===== src/hcs_pkg.sv =====
// Shared constants and types of the high-speed clock select block
package hcs_pkg;
    // Register byte offsets
    localparam logic [3:0] HCS_OFF_CTRL = 4'h0;
    localparam logic [3:0] HCS_OFF_RCCAL = 4'h4;
    localparam logic [3:0] HCS_OFF_LFSEL = 4'h8;
    localparam logic [3:0] HCS_OFF_STATUS = 4'hc;
    // CTRL field positions
    localparam int HCS_CTRL_MODE_LSB = 0;
    localparam int HCS_CTRL_SWREQ_BIT = 2;
    localparam int HCS_CTRL_DIV_LSB = 4;
    // STATUS field positions
    localparam int HCS_ST_XTAL_BIT = 0;
    localparam int HCS_ST_GOOD_BIT = 1;
    localparam int HCS_ST_REQ_BIT = 2;
    localparam int HCS_ST_DIV_LSB = 4;
    localparam int HCS_ST_LF_LSB = 8;
    // Reset values
    localparam logic [1:0] HCS_MODE_RST = 2'h0;
    localparam logic [2:0] HCS_DIV_RST = 3'h0;
    localparam logic [7:0] HCS_TRIM_RST = 8'h80;
    // Divider: six processor rates, 32 MHz down to 1 MHz
    localparam int HCS_DIV_W = 3;
    localparam int HCS_NUM_DIV = 6;
    localparam int HCS_CNT_W = 5;
    // AXI responses
    localparam logic [1:0] HCS_RESP_OKAY = 2'h0;
    localparam logic [1:0] HCS_RESP_SLVERR = 2'h2;
    // Switch-over behaviour after wake-up
    typedef enum logic [1:0] {
        HCS_MODE_AUTO = 2'h0,
        HCS_MODE_SW = 2'h1,
        HCS_MODE_STAY = 2'h2
    } hcs_mode_t;
    // Low-speed source
    typedef enum logic [1:0] {
        HCS_LF_RC = 2'h0,
        HCS_LF_EXT = 2'h1,
        HCS_LF_XTAL = 2'h2
    } hcs_lf_t;
    // High-speed source state, one-hot
    typedef enum logic [2:0] {
        HCS_S_RC = 3'b001,
        HCS_S_WAIT = 3'b010,
        HCS_S_XTAL = 3'b100
    } hcs_state_t;
endpackage : hcs_pkg


===== src/hcs_div_if.sv =====
// Link between the source selector and the rate divider
`timescale 1ns/1ps
`default_nettype none
interface hcs_div_if;
    logic hs_tick;
    logic [2:0] div_sel;
    logic periph_en;
    logic cpu_en;
    logic [2:0] div_act;
    modport sel (output hs_tick, output div_sel, input periph_en, input cpu_en, input div_act);
    modport div (input hs_tick, input div_sel, output periph_en, output cpu_en, output div_act);
endinterface : hcs_div_if
`default_nettype wire


===== src/hcs_clk_sel.sv =====
// High-speed clock source select, rate enables and AXI4-Lite registers
// Overview of operation
// - Wake-up timers get the selected low-speed tick; everything else runs from the high-speed tick or its divisions.
// - The radio gets the selected high-speed tick undivided and the peripherals a half-rate tick.
// - The processor rate is the high-speed tick divided by 1, 2, 4, 8, 16 or 32.
// - After reset and after every sleep the high-speed source restarts on the RC oscillator.
// - After wake-up the block switches to the crystal automatically, on software request, or never until sleep.
// - The switch to the crystal waits for the crystal amplitude-good flag.
// - Processor and peripheral rates are derived from the RC tick the same way as from the crystal.
// - The RC trim value is held across rate changes, sleep and oscillator disable.
// - The low-speed source starts on the RC oscillator and a different choice is locked until reset.
`timescale 1ns/1ps
`default_nettype none
module hcs_clk_sel
    import hcs_pkg::*;
(
    input wire logic CLK,
    input wire logic RST,
    // Oscillator ticks, one cycle each, and crystal status
    input wire logic RC_TICK,
    input wire logic XTAL_TICK,
    input wire logic XTAL_GOOD,
    input wire logic LF_RC_TICK,
    input wire logic LF_EXT_TICK,
    input wire logic LF_XTAL_TICK,
    input wire logic SLEEP,
    // Oscillator controls
    output logic RC_EN,
    output logic XTAL_EN,
    output logic [7:0] RC_TRIM,
    // Derived enables
    output logic RADIO_CLK_EN,
    output logic PERIPH_CLK_EN,
    output logic CPU_CLK_EN,
    output logic WAKE_TMR_EN,
    output logic ON_XTAL,
    // AXI4-Lite slave
    input wire logic [3:0] AWADDR,
    input wire logic AWVALID,
    output logic AWREADY,
    input wire logic [31:0] WDATA,
    input wire logic [3:0] WSTRB,
    input wire logic WVALID,
    output logic WREADY,
    output logic [1:0] BRESP,
    output logic BVALID,
    input wire logic BREADY,
    input wire logic [3:0] ARADDR,
    input wire logic ARVALID,
    output logic ARREADY,
    output logic [31:0] RDATA,
    output logic [1:0] RRESP,
    output logic RVALID,
    input wire logic RREADY
);
    ////////////////////////////////////////////////////////////////////////////////
    // State

    typedef struct packed {
        hcs_state_t state;
        hcs_mode_t mode;
        logic sw_req;
        logic [2:0] cpu_div;
        logic [7:0] trim;
        hcs_lf_t lf_sel;
        logic aw_got;
        logic [3:0] awaddr;
        logic w_got;
        logic [31:0] wdata;
        logic [3:0] wstrb;
        logic bvalid;
        logic [1:0] bresp;
        logic rvalid;
        logic [31:0] rdata;
        logic [1:0] rresp;
        logic radio_en;
        logic wake_en;
    } hcs_st_t;

    hcs_st_t s_q;
    hcs_st_t s_d;
    hcs_div_if dvif ();

    hcs_hsdiv #(
        .NUM_DIV(HCS_NUM_DIV)
    ) u_div (
        .clk(CLK),
        .rst(RST),
        .dv(dvif.div)
    );

    ////////////////////////////////////////////////////////////////////////////////
    // Build-time checks

    // Every rate the divider offers must be nameable by the three-bit select field
    if (HCS_NUM_DIV < 1 || HCS_NUM_DIV > (1 << HCS_DIV_W)) begin : g_bad_div
        $error("Divider count does not fit its select field");
    end

    ////////////////////////////////////////////////////////////////////////////////
    // Helpers

    // Byte lane merge for a write
    function automatic logic [31:0] merge(input logic [31:0] old, input logic [31:0] nw, input logic [3:0] strb);
        logic [31:0] r;
        r = old;
        for (int i = 0; i < 4; i++) begin
            if (strb[i]) begin
                r[i*8 +: 8] = nw[i*8 +: 8];
            end
        end
        merge = r;
    endfunction : merge

    function automatic logic [31:0] ctrl_word(input hcs_st_t s);
        logic [31:0] r;
        r = '0;
        r[HCS_CTRL_MODE_LSB +: 2] = s.mode;
        r[HCS_CTRL_SWREQ_BIT] = s.sw_req;
        r[HCS_CTRL_DIV_LSB +: 3] = s.cpu_div;
        ctrl_word = r;
    endfunction : ctrl_word

    logic hs_src_tick;
    logic aw_hs;
    logic w_hs;
    logic ar_hs;
    logic do_write;
    logic [31:0] wv;
    logic [31:0] status;

    ////////////////////////////////////////////////////////////////////////////////
    // Bus handshakes and source tick

    assign AWREADY = !s_q.aw_got && !s_q.bvalid;
    assign WREADY = !s_q.w_got && !s_q.bvalid;
    assign ARREADY = !s_q.rvalid;
    assign aw_hs = AWVALID && AWREADY;
    assign w_hs = WVALID && WREADY;
    assign ar_hs = ARVALID && ARREADY;
    assign do_write = s_q.aw_got && s_q.w_got && !s_q.bvalid;

    // Only the tick of the active source passes; none while asleep
    always_comb begin
        hs_src_tick = 1'b0;
        if (!SLEEP) begin
            case (s_q.state)
                HCS_S_XTAL: hs_src_tick = XTAL_TICK;
                default: hs_src_tick = RC_TICK;
            endcase
        end
    end

    always_comb begin
        status = '0;
        status[HCS_ST_XTAL_BIT] = (s_q.state == HCS_S_XTAL);
        status[HCS_ST_GOOD_BIT] = XTAL_GOOD;
        status[HCS_ST_REQ_BIT] = s_q.sw_req;
        status[HCS_ST_DIV_LSB +: 3] = dvif.div_act;
        status[HCS_ST_LF_LSB +: 2] = s_q.lf_sel;
    end

    ////////////////////////////////////////////////////////////////////////////////
    // Next state

    always_comb begin
        s_d = s_q;
        wv = '0;
        s_d.radio_en = hs_src_tick;
        // Low-speed tick from the locked source
        case (s_q.lf_sel)
            HCS_LF_EXT: s_d.wake_en = LF_EXT_TICK;
            HCS_LF_XTAL: s_d.wake_en = LF_XTAL_TICK;
            default: s_d.wake_en = LF_RC_TICK;
        endcase

        // Source selection
        if (SLEEP) begin
            s_d.state = HCS_S_RC;
            s_d.sw_req = 1'b0;
        end else begin
            case (s_q.state)
                HCS_S_RC: begin
                    if (s_q.mode == HCS_MODE_AUTO || (s_q.mode == HCS_MODE_SW && s_q.sw_req)) begin
                        s_d.state = HCS_S_WAIT;
                    end
                end
                HCS_S_WAIT: begin
                    // Hand over right after an RC tick so the gap never shrinks
                    if (XTAL_GOOD && RC_TICK) begin
                        s_d.state = HCS_S_XTAL;
                        s_d.sw_req = 1'b0;
                    end
                end
                HCS_S_XTAL: s_d.state = HCS_S_XTAL;
                default: s_d.state = HCS_S_RC;
            endcase
        end

        // Write channel
        if (aw_hs) begin
            s_d.aw_got = 1'b1;
            s_d.awaddr = AWADDR;
        end
        if (w_hs) begin
            s_d.w_got = 1'b1;
            s_d.wdata = WDATA;
            s_d.wstrb = WSTRB;
        end
        if (do_write) begin
            s_d.aw_got = 1'b0;
            s_d.w_got = 1'b0;
            s_d.bvalid = 1'b1;
            s_d.bresp = HCS_RESP_OKAY;
            case (s_q.awaddr)
                HCS_OFF_CTRL: begin
                    wv = merge(ctrl_word(s_q), s_q.wdata, s_q.wstrb);
                    if (wv[HCS_CTRL_MODE_LSB +: 2] <= 2'(HCS_MODE_STAY)) begin
                        s_d.mode = hcs_mode_t'(wv[HCS_CTRL_MODE_LSB +: 2]);
                    end
                    // A request written while asleep is dropped with the sleep
                    if (s_q.wstrb[0] && s_q.wdata[HCS_CTRL_SWREQ_BIT] && !SLEEP) begin
                        s_d.sw_req = 1'b1;
                    end
                    s_d.cpu_div = wv[HCS_CTRL_DIV_LSB +: 3];
                end
                HCS_OFF_RCCAL: begin
                    // Only lane 0 carries trim bits; the upper lanes are ignored
                    wv = merge(32'(s_q.trim), s_q.wdata, s_q.wstrb);
                    s_d.trim = wv[7:0];
                end
                HCS_OFF_LFSEL: begin
                    // Once off the RC source the choice is frozen until reset
                    if (s_q.lf_sel == HCS_LF_RC && s_q.wstrb[0] && s_q.wdata[1:0] <= 2'(HCS_LF_XTAL)) begin
                        s_d.lf_sel = hcs_lf_t'(s_q.wdata[1:0]);
                    end
                end
                HCS_OFF_STATUS: s_d.bresp = HCS_RESP_SLVERR;
                default: s_d.bresp = HCS_RESP_SLVERR;
            endcase
        end
        if (s_q.bvalid && BREADY) begin
            s_d.bvalid = 1'b0;
        end

        // Read channel
        if (ar_hs) begin
            s_d.rvalid = 1'b1;
            s_d.rresp = HCS_RESP_OKAY;
            case (ARADDR)
                HCS_OFF_CTRL: s_d.rdata = ctrl_word(s_q);
                HCS_OFF_RCCAL: s_d.rdata = 32'(s_q.trim);
                HCS_OFF_LFSEL: s_d.rdata = 32'(s_q.lf_sel);
                HCS_OFF_STATUS: s_d.rdata = status;
                default: begin
                    s_d.rdata = '0;
                    s_d.rresp = HCS_RESP_SLVERR;
                end
            endcase
        end else if (s_q.rvalid && RREADY) begin
            s_d.rvalid = 1'b0;
        end
    end

    ////////////////////////////////////////////////////////////////////////////////
    // Registers

    always_ff @(posedge CLK or posedge RST) begin
        if (RST) begin
            s_q <= '0;
            s_q.state <= HCS_S_RC;
            s_q.mode <= hcs_mode_t'(HCS_MODE_RST);
            s_q.cpu_div <= HCS_DIV_RST;
            s_q.trim <= HCS_TRIM_RST;
            s_q.lf_sel <= HCS_LF_RC;
            s_q.bresp <= HCS_RESP_OKAY;
            s_q.rresp <= HCS_RESP_OKAY;
        end else begin
            s_q <= s_d;
        end
    end

    ////////////////////////////////////////////////////////////////////////////////
    // Outputs

    assign dvif.hs_tick = hs_src_tick;
    assign dvif.div_sel = s_q.cpu_div;
    // The RC oscillator runs until the crystal has taken over; trim is kept while it is off
    assign RC_EN = !SLEEP && (s_q.state != HCS_S_XTAL);
    assign XTAL_EN = !SLEEP && (s_q.state != HCS_S_RC);
    assign RC_TRIM = s_q.trim;
    assign RADIO_CLK_EN = s_q.radio_en;
    assign PERIPH_CLK_EN = dvif.periph_en;
    assign CPU_CLK_EN = dvif.cpu_en;
    assign WAKE_TMR_EN = s_q.wake_en;
    // Software checks this before using the radio or UARTs
    assign ON_XTAL = (s_q.state == HCS_S_XTAL);
    assign BVALID = s_q.bvalid;
    assign BRESP = s_q.bresp;
    assign RVALID = s_q.rvalid;
    assign RDATA = s_q.rdata;
    assign RRESP = s_q.rresp;
endmodule : hcs_clk_sel
`default_nettype wire


===== src/hcs_hsdiv.sv =====
// Peripheral and processor clock enable divider
`timescale 1ns/1ps
`default_nettype none
module hcs_hsdiv
    import hcs_pkg::*;
#(
    parameter int NUM_DIV = HCS_NUM_DIV
) (
    input wire logic clk,
    input wire logic rst,
    hcs_div_if.div dv
);
    localparam int CW = HCS_CNT_W;

    if (NUM_DIV < 1 || NUM_DIV > CW + 1) begin : g_bad_num_div
        $error("NUM_DIV out of range");
    end

    typedef struct packed {
        logic [CW-1:0] cnt;
        logic [2:0] sel;
        logic periph_en;
        logic cpu_en;
    } hcs_div_st_t;

    hcs_div_st_t s_q;
    hcs_div_st_t s_d;

    function automatic logic [CW-1:0] div_mask(input logic [2:0] sel);
        div_mask = CW'((32'h1 << sel) - 32'h1);
    endfunction : div_mask

    always_comb begin
        s_d = s_q;
        s_d.periph_en = 1'b0;
        s_d.cpu_en = 1'b0;
        if (dv.hs_tick) begin
            s_d.cnt = s_q.cnt + CW'(1);
            s_d.periph_en = s_q.cnt[0];
            s_d.cpu_en = (s_q.cnt & div_mask(s_q.sel)) == div_mask(s_q.sel);
            // New rate only at the slowest period boundary, so no short pulse
            if (&s_q.cnt) begin
                s_d.sel = (int'(dv.div_sel) < NUM_DIV) ? dv.div_sel : s_q.sel;
            end
        end
    end

    always_ff @(posedge clk or posedge rst) begin
        if (rst) begin
            s_q <= '0;
        end else begin
            s_q <= s_d;
        end
    end

    assign dv.periph_en = s_q.periph_en;
    assign dv.cpu_en = s_q.cpu_en;
    assign dv.div_act = s_q.sel;
endmodule : hcs_hsdiv
`default_nettype wire


===== config.mk =====
export PLATFORM = sky130hd
export DESIGN_NAME = hcs_clk_sel
export DESIGN_NICKNAME = d
export VERILOG_FILES = /design/src/hcs_pkg.sv /design/src/hcs_div_if.sv /design/src/hcs_clk_sel.sv /design/src/hcs_hsdiv.sv
export SDC_FILE = /design/constraint.sdc
export NUM_CORES = 1
export LEC_CHECK = 0
export ABC_CLOCK_PERIOD_IN_PS = 3270
export BUFFER_PORTS_ARGS = -buffer_cell sky130_fd_sc_hd__buf_2
export CELL_PAD_IN_SITES_DETAIL_PLACEMENT = 1
export CELL_PAD_IN_SITES_GLOBAL_PLACEMENT = 1
export CORE_ASPECT_RATIO = 0.75
export CORE_MARGIN = 2
export CORE_UTILIZATION = 41
export CTS_BUF_LIST = sky130_fd_sc_hd__clkbuf_16
export DETAILED_ROUTE_END_ITERATION = 7
export PLACE_DENSITY = 0.93
export SYNTH_ARGS = -nofsm -noshare
export SYNTH_HDL_FRONTEND = slang
export SYNTH_HIERARCHICAL = 1
export SYNTH_SLANG_ARGS = --single-unit

===== constraint.sdc =====
create_clock -name CLK -period 3.27 [get_ports CLK]
set_input_delay 0.1635 -clock CLK [delete_from_list [all_inputs] [get_ports CLK]]
set_output_delay 0.1635 -clock CLK [all_outputs]
set_load 0.005 [all_outputs]

# Word level (Yosys, flattened, before mapping)
# Index checks and enable logic that the tools add are counted.
# op_classes
add_sub_neg	2
magnitude_cmp	3
n_eq_ne	17
shift	1
muxes	31
n_bitwise	1
reduce_logical	39
# ops
operator	count
case mux 10 bit (4 select lines)	1
2-to-1 mux 37 bit	1
2-to-1 mux 7 bit	3
logical AND 1 bit	17
2-to-1 mux 8 bit	2
2-to-1 mux 15 bit	1
== test 4 bit, second input constant	3
2-to-1 mux 3 bit	4
inequality test 3 bit, second input constant	4
AND reduction 3 bit	4
2-to-1 mux 1 bit	10
2-to-1 mux 2 bit	5
case mux 3 bit (3 select lines)	1
== test 4 x 3 -> 1 bit, second input constant	2
zero test 4 bit	2
nonzero test 2 bit	4
AND reduction 7 bit	1
adder 5 x 1 -> 5 bit, second input constant	1
AND 5 bit	1
== test 5 bit	1
zero test 1 bit	5
2-to-1 mux 5 bit	1
left shift 1 x 3 -> 5 bit, first input constant	1
subtractor 5 x 1 -> 5 bit, second input constant	1
other kinds (15)	18
# totals
reg_bits	111
in_bits	58
wordCells	116

# Longest topological paths before layout
# depth
depth_word	7
depth_mapped	6

# Modules after synthesis
# Netlist, hierarchy kept.
# by_module_without_submodules
mod	n_inst	cells_per_inst	area_per_inst_um2	seq_area_each_um2
hcs_clk_sel	1	232	2633.8	1253.7
hcs_hsdiv	1	39	475.5	250.2

# Least setup slack after synthesis
# OpenSTA, ideal clock, no wires.
# synth_timing
path_kind	register to register
from	reg s_q[99] (netlist bit)
to	reg u_div.s_q (netlist bit u_div/dv.div_act[0])
arrival_time_ns	1.809
t_required_ns	3.145
slack_ns	1.336
path_stages_with_launch	7
n_path_buf	0
cell_sequence	dfrtp_1 -> nor3b_2 -> mux2i_1 -> nor2_1 -> and4_4 -> nand3_2 -> mux2_4
# synth_between
elab_chain_cells	4
# synth_lines
item	line_no	source
start: declaration	hcs_clk_sel.sv:80	hcs_st_t s_q;
== test 3 bit	--	
named net ON_XTAL	hcs_clk_sel.sv:36	output logic ON_XTAL,
2-to-1 mux 1 bit	hcs_clk_sel.sv:147	case (s_q.state)
2-to-1 mux 1 bit	hcs_clk_sel.sv:146	if (!SLEEP) begin
named net dvif.hs_tick	hcs_div_if.sv:5	logic hs_tick;
AND reduction 7 bit (no source line)	--	
end signal: assignment	hcs_hsdiv.sv:50	s_q <= '0;
end signal: assignment	hcs_hsdiv.sv:52	s_q <= s_d;
end: declaration	hcs_hsdiv.sv:26	hcs_div_st_t s_q;
# The timed path passes the listed nets, and every way through them passes these cells.
# A chain may end at the register's enable or synchronous reset.

# Worst setup path in the final report
# layout_timing
from	reg s_q[100] (netlist bit)
to	reg u_div.s_q (netlist bit u_div/dv.div_act[0])
# layout_between
elab_chain_cells	4
# layout_lines
item	line_no
== test 3 bit	hcs_clk_sel.sv:147
2-to-1 mux 1 bit	hcs_clk_sel.sv:147
2-to-1 mux 1 bit	hcs_clk_sel.sv:146
named net dvif.hs_tick	hcs_div_if.sv:5
AND reduction 7 bit (no source line)	--
# The timed path passes the listed nets, and every way through them passes these cells.

==> flow_summary.json <==
{
  "outcome": "finished clean",
  "path_class": "reg2reg",
  "synth-seq-cells": 60,
  "required_ns": 3.47,
  "cts_buffers": 9,
  "ys_async_sr_fraction_pct": 100.0,
  "syn-cell-area_sq_um": 3109,
  "layout-drive-gt1-share_pct": 36.14,
  "cpPeakStageDelay_ns": 0.47,
  "report.final.slew_viol_count": 0,
  "worst-path-max-fanout": 8,
  "final_hold_viol_count": 0,
  "ys_warn_count": 6,
  "initial_utilization_pct": 42.41,
  "io_pins": 114,
  "cap_violations": 0,
  "synthTopCellsByCount": "dfrtp_1, buf_4, mux2_2",
  "power_per_cell_area_nw_per_um2": 849.8,
  "fmax_mhz": 447.3,
  "syn2layout_area_growth_pct": 14.93,
  "nFillCells": 829,
  "fin_setup_tns_ns": 0,
  "insertion_delay_ns": 0.32,
  "synth_cell_type_count": 55,
  "cts-root-buf": "clkbuf_16",
  "startpoint_type": "flip-flop",
  "gp_congestion": 0.8320,
  "synth_edf_count": 0,
  "synth_top_area_cell": "dfrtp_1",
  "crit_chain": "nor3b_2 -> mux2i_1 -> nor2_1 -> and4_4 -> nand3_2 -> mux2_4",
  "drtAntennaViolNets": 0,
  "antenna_found_initial": 0,
  "initialDrtViolationCount": 72,
  "syn-mean-instance-area_sq_um": 11.47,
  "holdWs_ns": 0.02736,
  "wl_per_cell_um": 17.09,
  "setup_viol": 0,
  "die_height_um": 79.42,
  "finalCritPeriodShare_pct": 68.36,
  "dieArea_sq_um": 8303,
  "core_sq_um": 7331,
  "wirelength_um": 7211,
  "die_w_um": 104.6,
  "grt_max_degree": 51,
  "cts_tree": "built",
  "seq_area_frac_synth_pct": 48.37,
  "power_w": 0.003037,
  "grt_pass1_vias": 2198,
  "numPortBuffers": 62,
  "dpl.cell_count": 405,
  "yosys_most_used_dff": "dfrtp_1",
  "yosysMostFrequentCell": "dfrtp_1",
  "drc": 0,
  "arrival_ns": 2.44,
  "vias_per_cell": 5.090,
  "fin_cells": 422,
  "synth.area.top_cells": "dfrtp_1, buf_4, mux2_2, mux2i_1, dfstp_2",
  "worst_setup_path_end_kind": "flip-flop",
  "syn_inst": 271,
  "peakVddDrop_v": 0.0004310,
  "worst_pin_slew_ns": 1.062,
  "grt_setup_unrepaired": "no",
  "grt_first_pass_wirelength_um": 11760,
  "layout.nets": 378,
  "cts.sinks": 60,
  "num_vias": 2148,
  "finalClockSkew_ns": 0.008233,
  "crit_family": "simple AND/OR/NAND/NOR gates",
  "relSlewSlack_pct": 29.21,
  "path_clk_slew_ns": 0.05,
  "cp_slowest_cell": "dfrtp_1",
  "rows": 27,
  "drt_first_pass_iters": 4,
  "clockBufferDepth": 2,
  "min_period_ns": 2.235,
  "grt_usage_pct": 18.54,
  "dpl.hpwl_um": 5377,
  "leakage_nw": 1.745,
  "synth_top_cell_area_share_pct": 46.68,
  "hold_path.class": "in2reg",
  "antennaDiodeCount": 0,
  "grt_overflow": 0,
  "cts_htree_levels": 3,
  "worst-path-buf-inv": 0
}
path summary, 6_finish.rpt:
kind | startpoint | end | slack (ns) | depth (start not counted)
setup / recovery | s_q[100] | u_div/dv.div_act[0] | 1.03 | 6
hold / removal | RREADY | RVALID | 0.03 | 2
setup reg to reg | s_q[100] | u_div/dv.div_act[0] | 1.03 | 6
hold reg to reg | BRESP[1] | BRESP[1] | 0.48 | 2
max in group asynchronous | RST | RVALID | 1.93 | 3
min in group asynchronous | RST | u_div/s_q[5] | 0.39 | 3
state kept, by name (all words and copies together), names as in the netlist:
| name | count |
|---|---|
| u_div/dv.cpu_en | 1 |
| u_div/dv.periph_en | 1 |
| RADIO_CLK_EN | 1 |
| BRESP | 1 |
| s_q | 23 |
| RVALID | 1 |
| BVALID | 1 |
| WAKE_TMR_EN | 1 |
| RC_TRIM | 8 |
| u_div/dv.div_act | 3 |
| dvif.div_sel | 3 |
| u_div/s_q | 5 |
| RDATA | 10 |
| RRESP | 1 |
repair_timing:
item	4_1_cts	5_1_grt
buffers inserted	0	0
hold endpoints to repair	10	0
gates resized for setup	0	0
hold buffers	1	0
power breakdown:
group	leakage, nW	switching, W	internal (W)
sequential	0.757	0.000309	0.00101
combinational	0.831	0.000349	0.000397
clock	0.157	0.000315	0.000656
total	1.74	0.000974	0.00206
cell type report:
type	count	area, sq um	area share [%]
Sequential cell	60	1504	42.09
Multi-Input combinational cell	170	1269	35.50
Timing Repair Buffer	63	320.3	8.964
Clock buffer	9	225.2	6.303
Tap cell	101	126.4	3.536
Clock inverter	7	83.83	2.346
Inverter	12	45.04	1.261
through the flow:
stage | instance area, sq um | util, % | worst slack, ns
6_report | 3573 | 48.75 | 1.035
3_5_place_dp | 3254 | 44.39 | 1.007
5_1_grt | 3573 | 48.75 | 0.8495
4_1_cts | 3573 | 48.75 | 0.9991
2_1_floorplan | 3196 | - | 1.336
3_3_place_gp | 3254 | 44.39 | 1.065
kinds of logic (layout without fill, tap and decap cells):
logic type                 count (synthesis)  after routing  synth area share (%)
and+or+nand+nor                           60             60                 12.88
adders and majority gates                  4              4                 1.610
buffers and inverters                     64             91                 13.60
muxes                                     38             38                 13.48
DFF                                       60             60                 48.37
other                                      1             24                0.1206
xor gates and xnor gates                   4              4                 1.127
AOI/OAI and AO/OA                         40             40                 8.813
cells in the final DEF, fill, tap and decap left out, drive strengths merged, types with 6 or more instances in the layout:
cell    instances
nand2          13
buf            62
mux2           28
mux2i          10
dfrtp          58
conb           24
nor2            9
o21ai           8
clkbuf          9
a21oi           6
inv            14
metal layers:
layer	vias up	part of all wire [%]	routed length, um	GRT usage (%)
li1	992	-	-	-
met1	1085	46	3285	23.43
met2	65	49	3526	31.31
met3	6	4.9	355	5.306
met4	0	0.58	42	5.270
met5	-	0	0	0
Note: power is estimated with default switching activity, not from simulation.
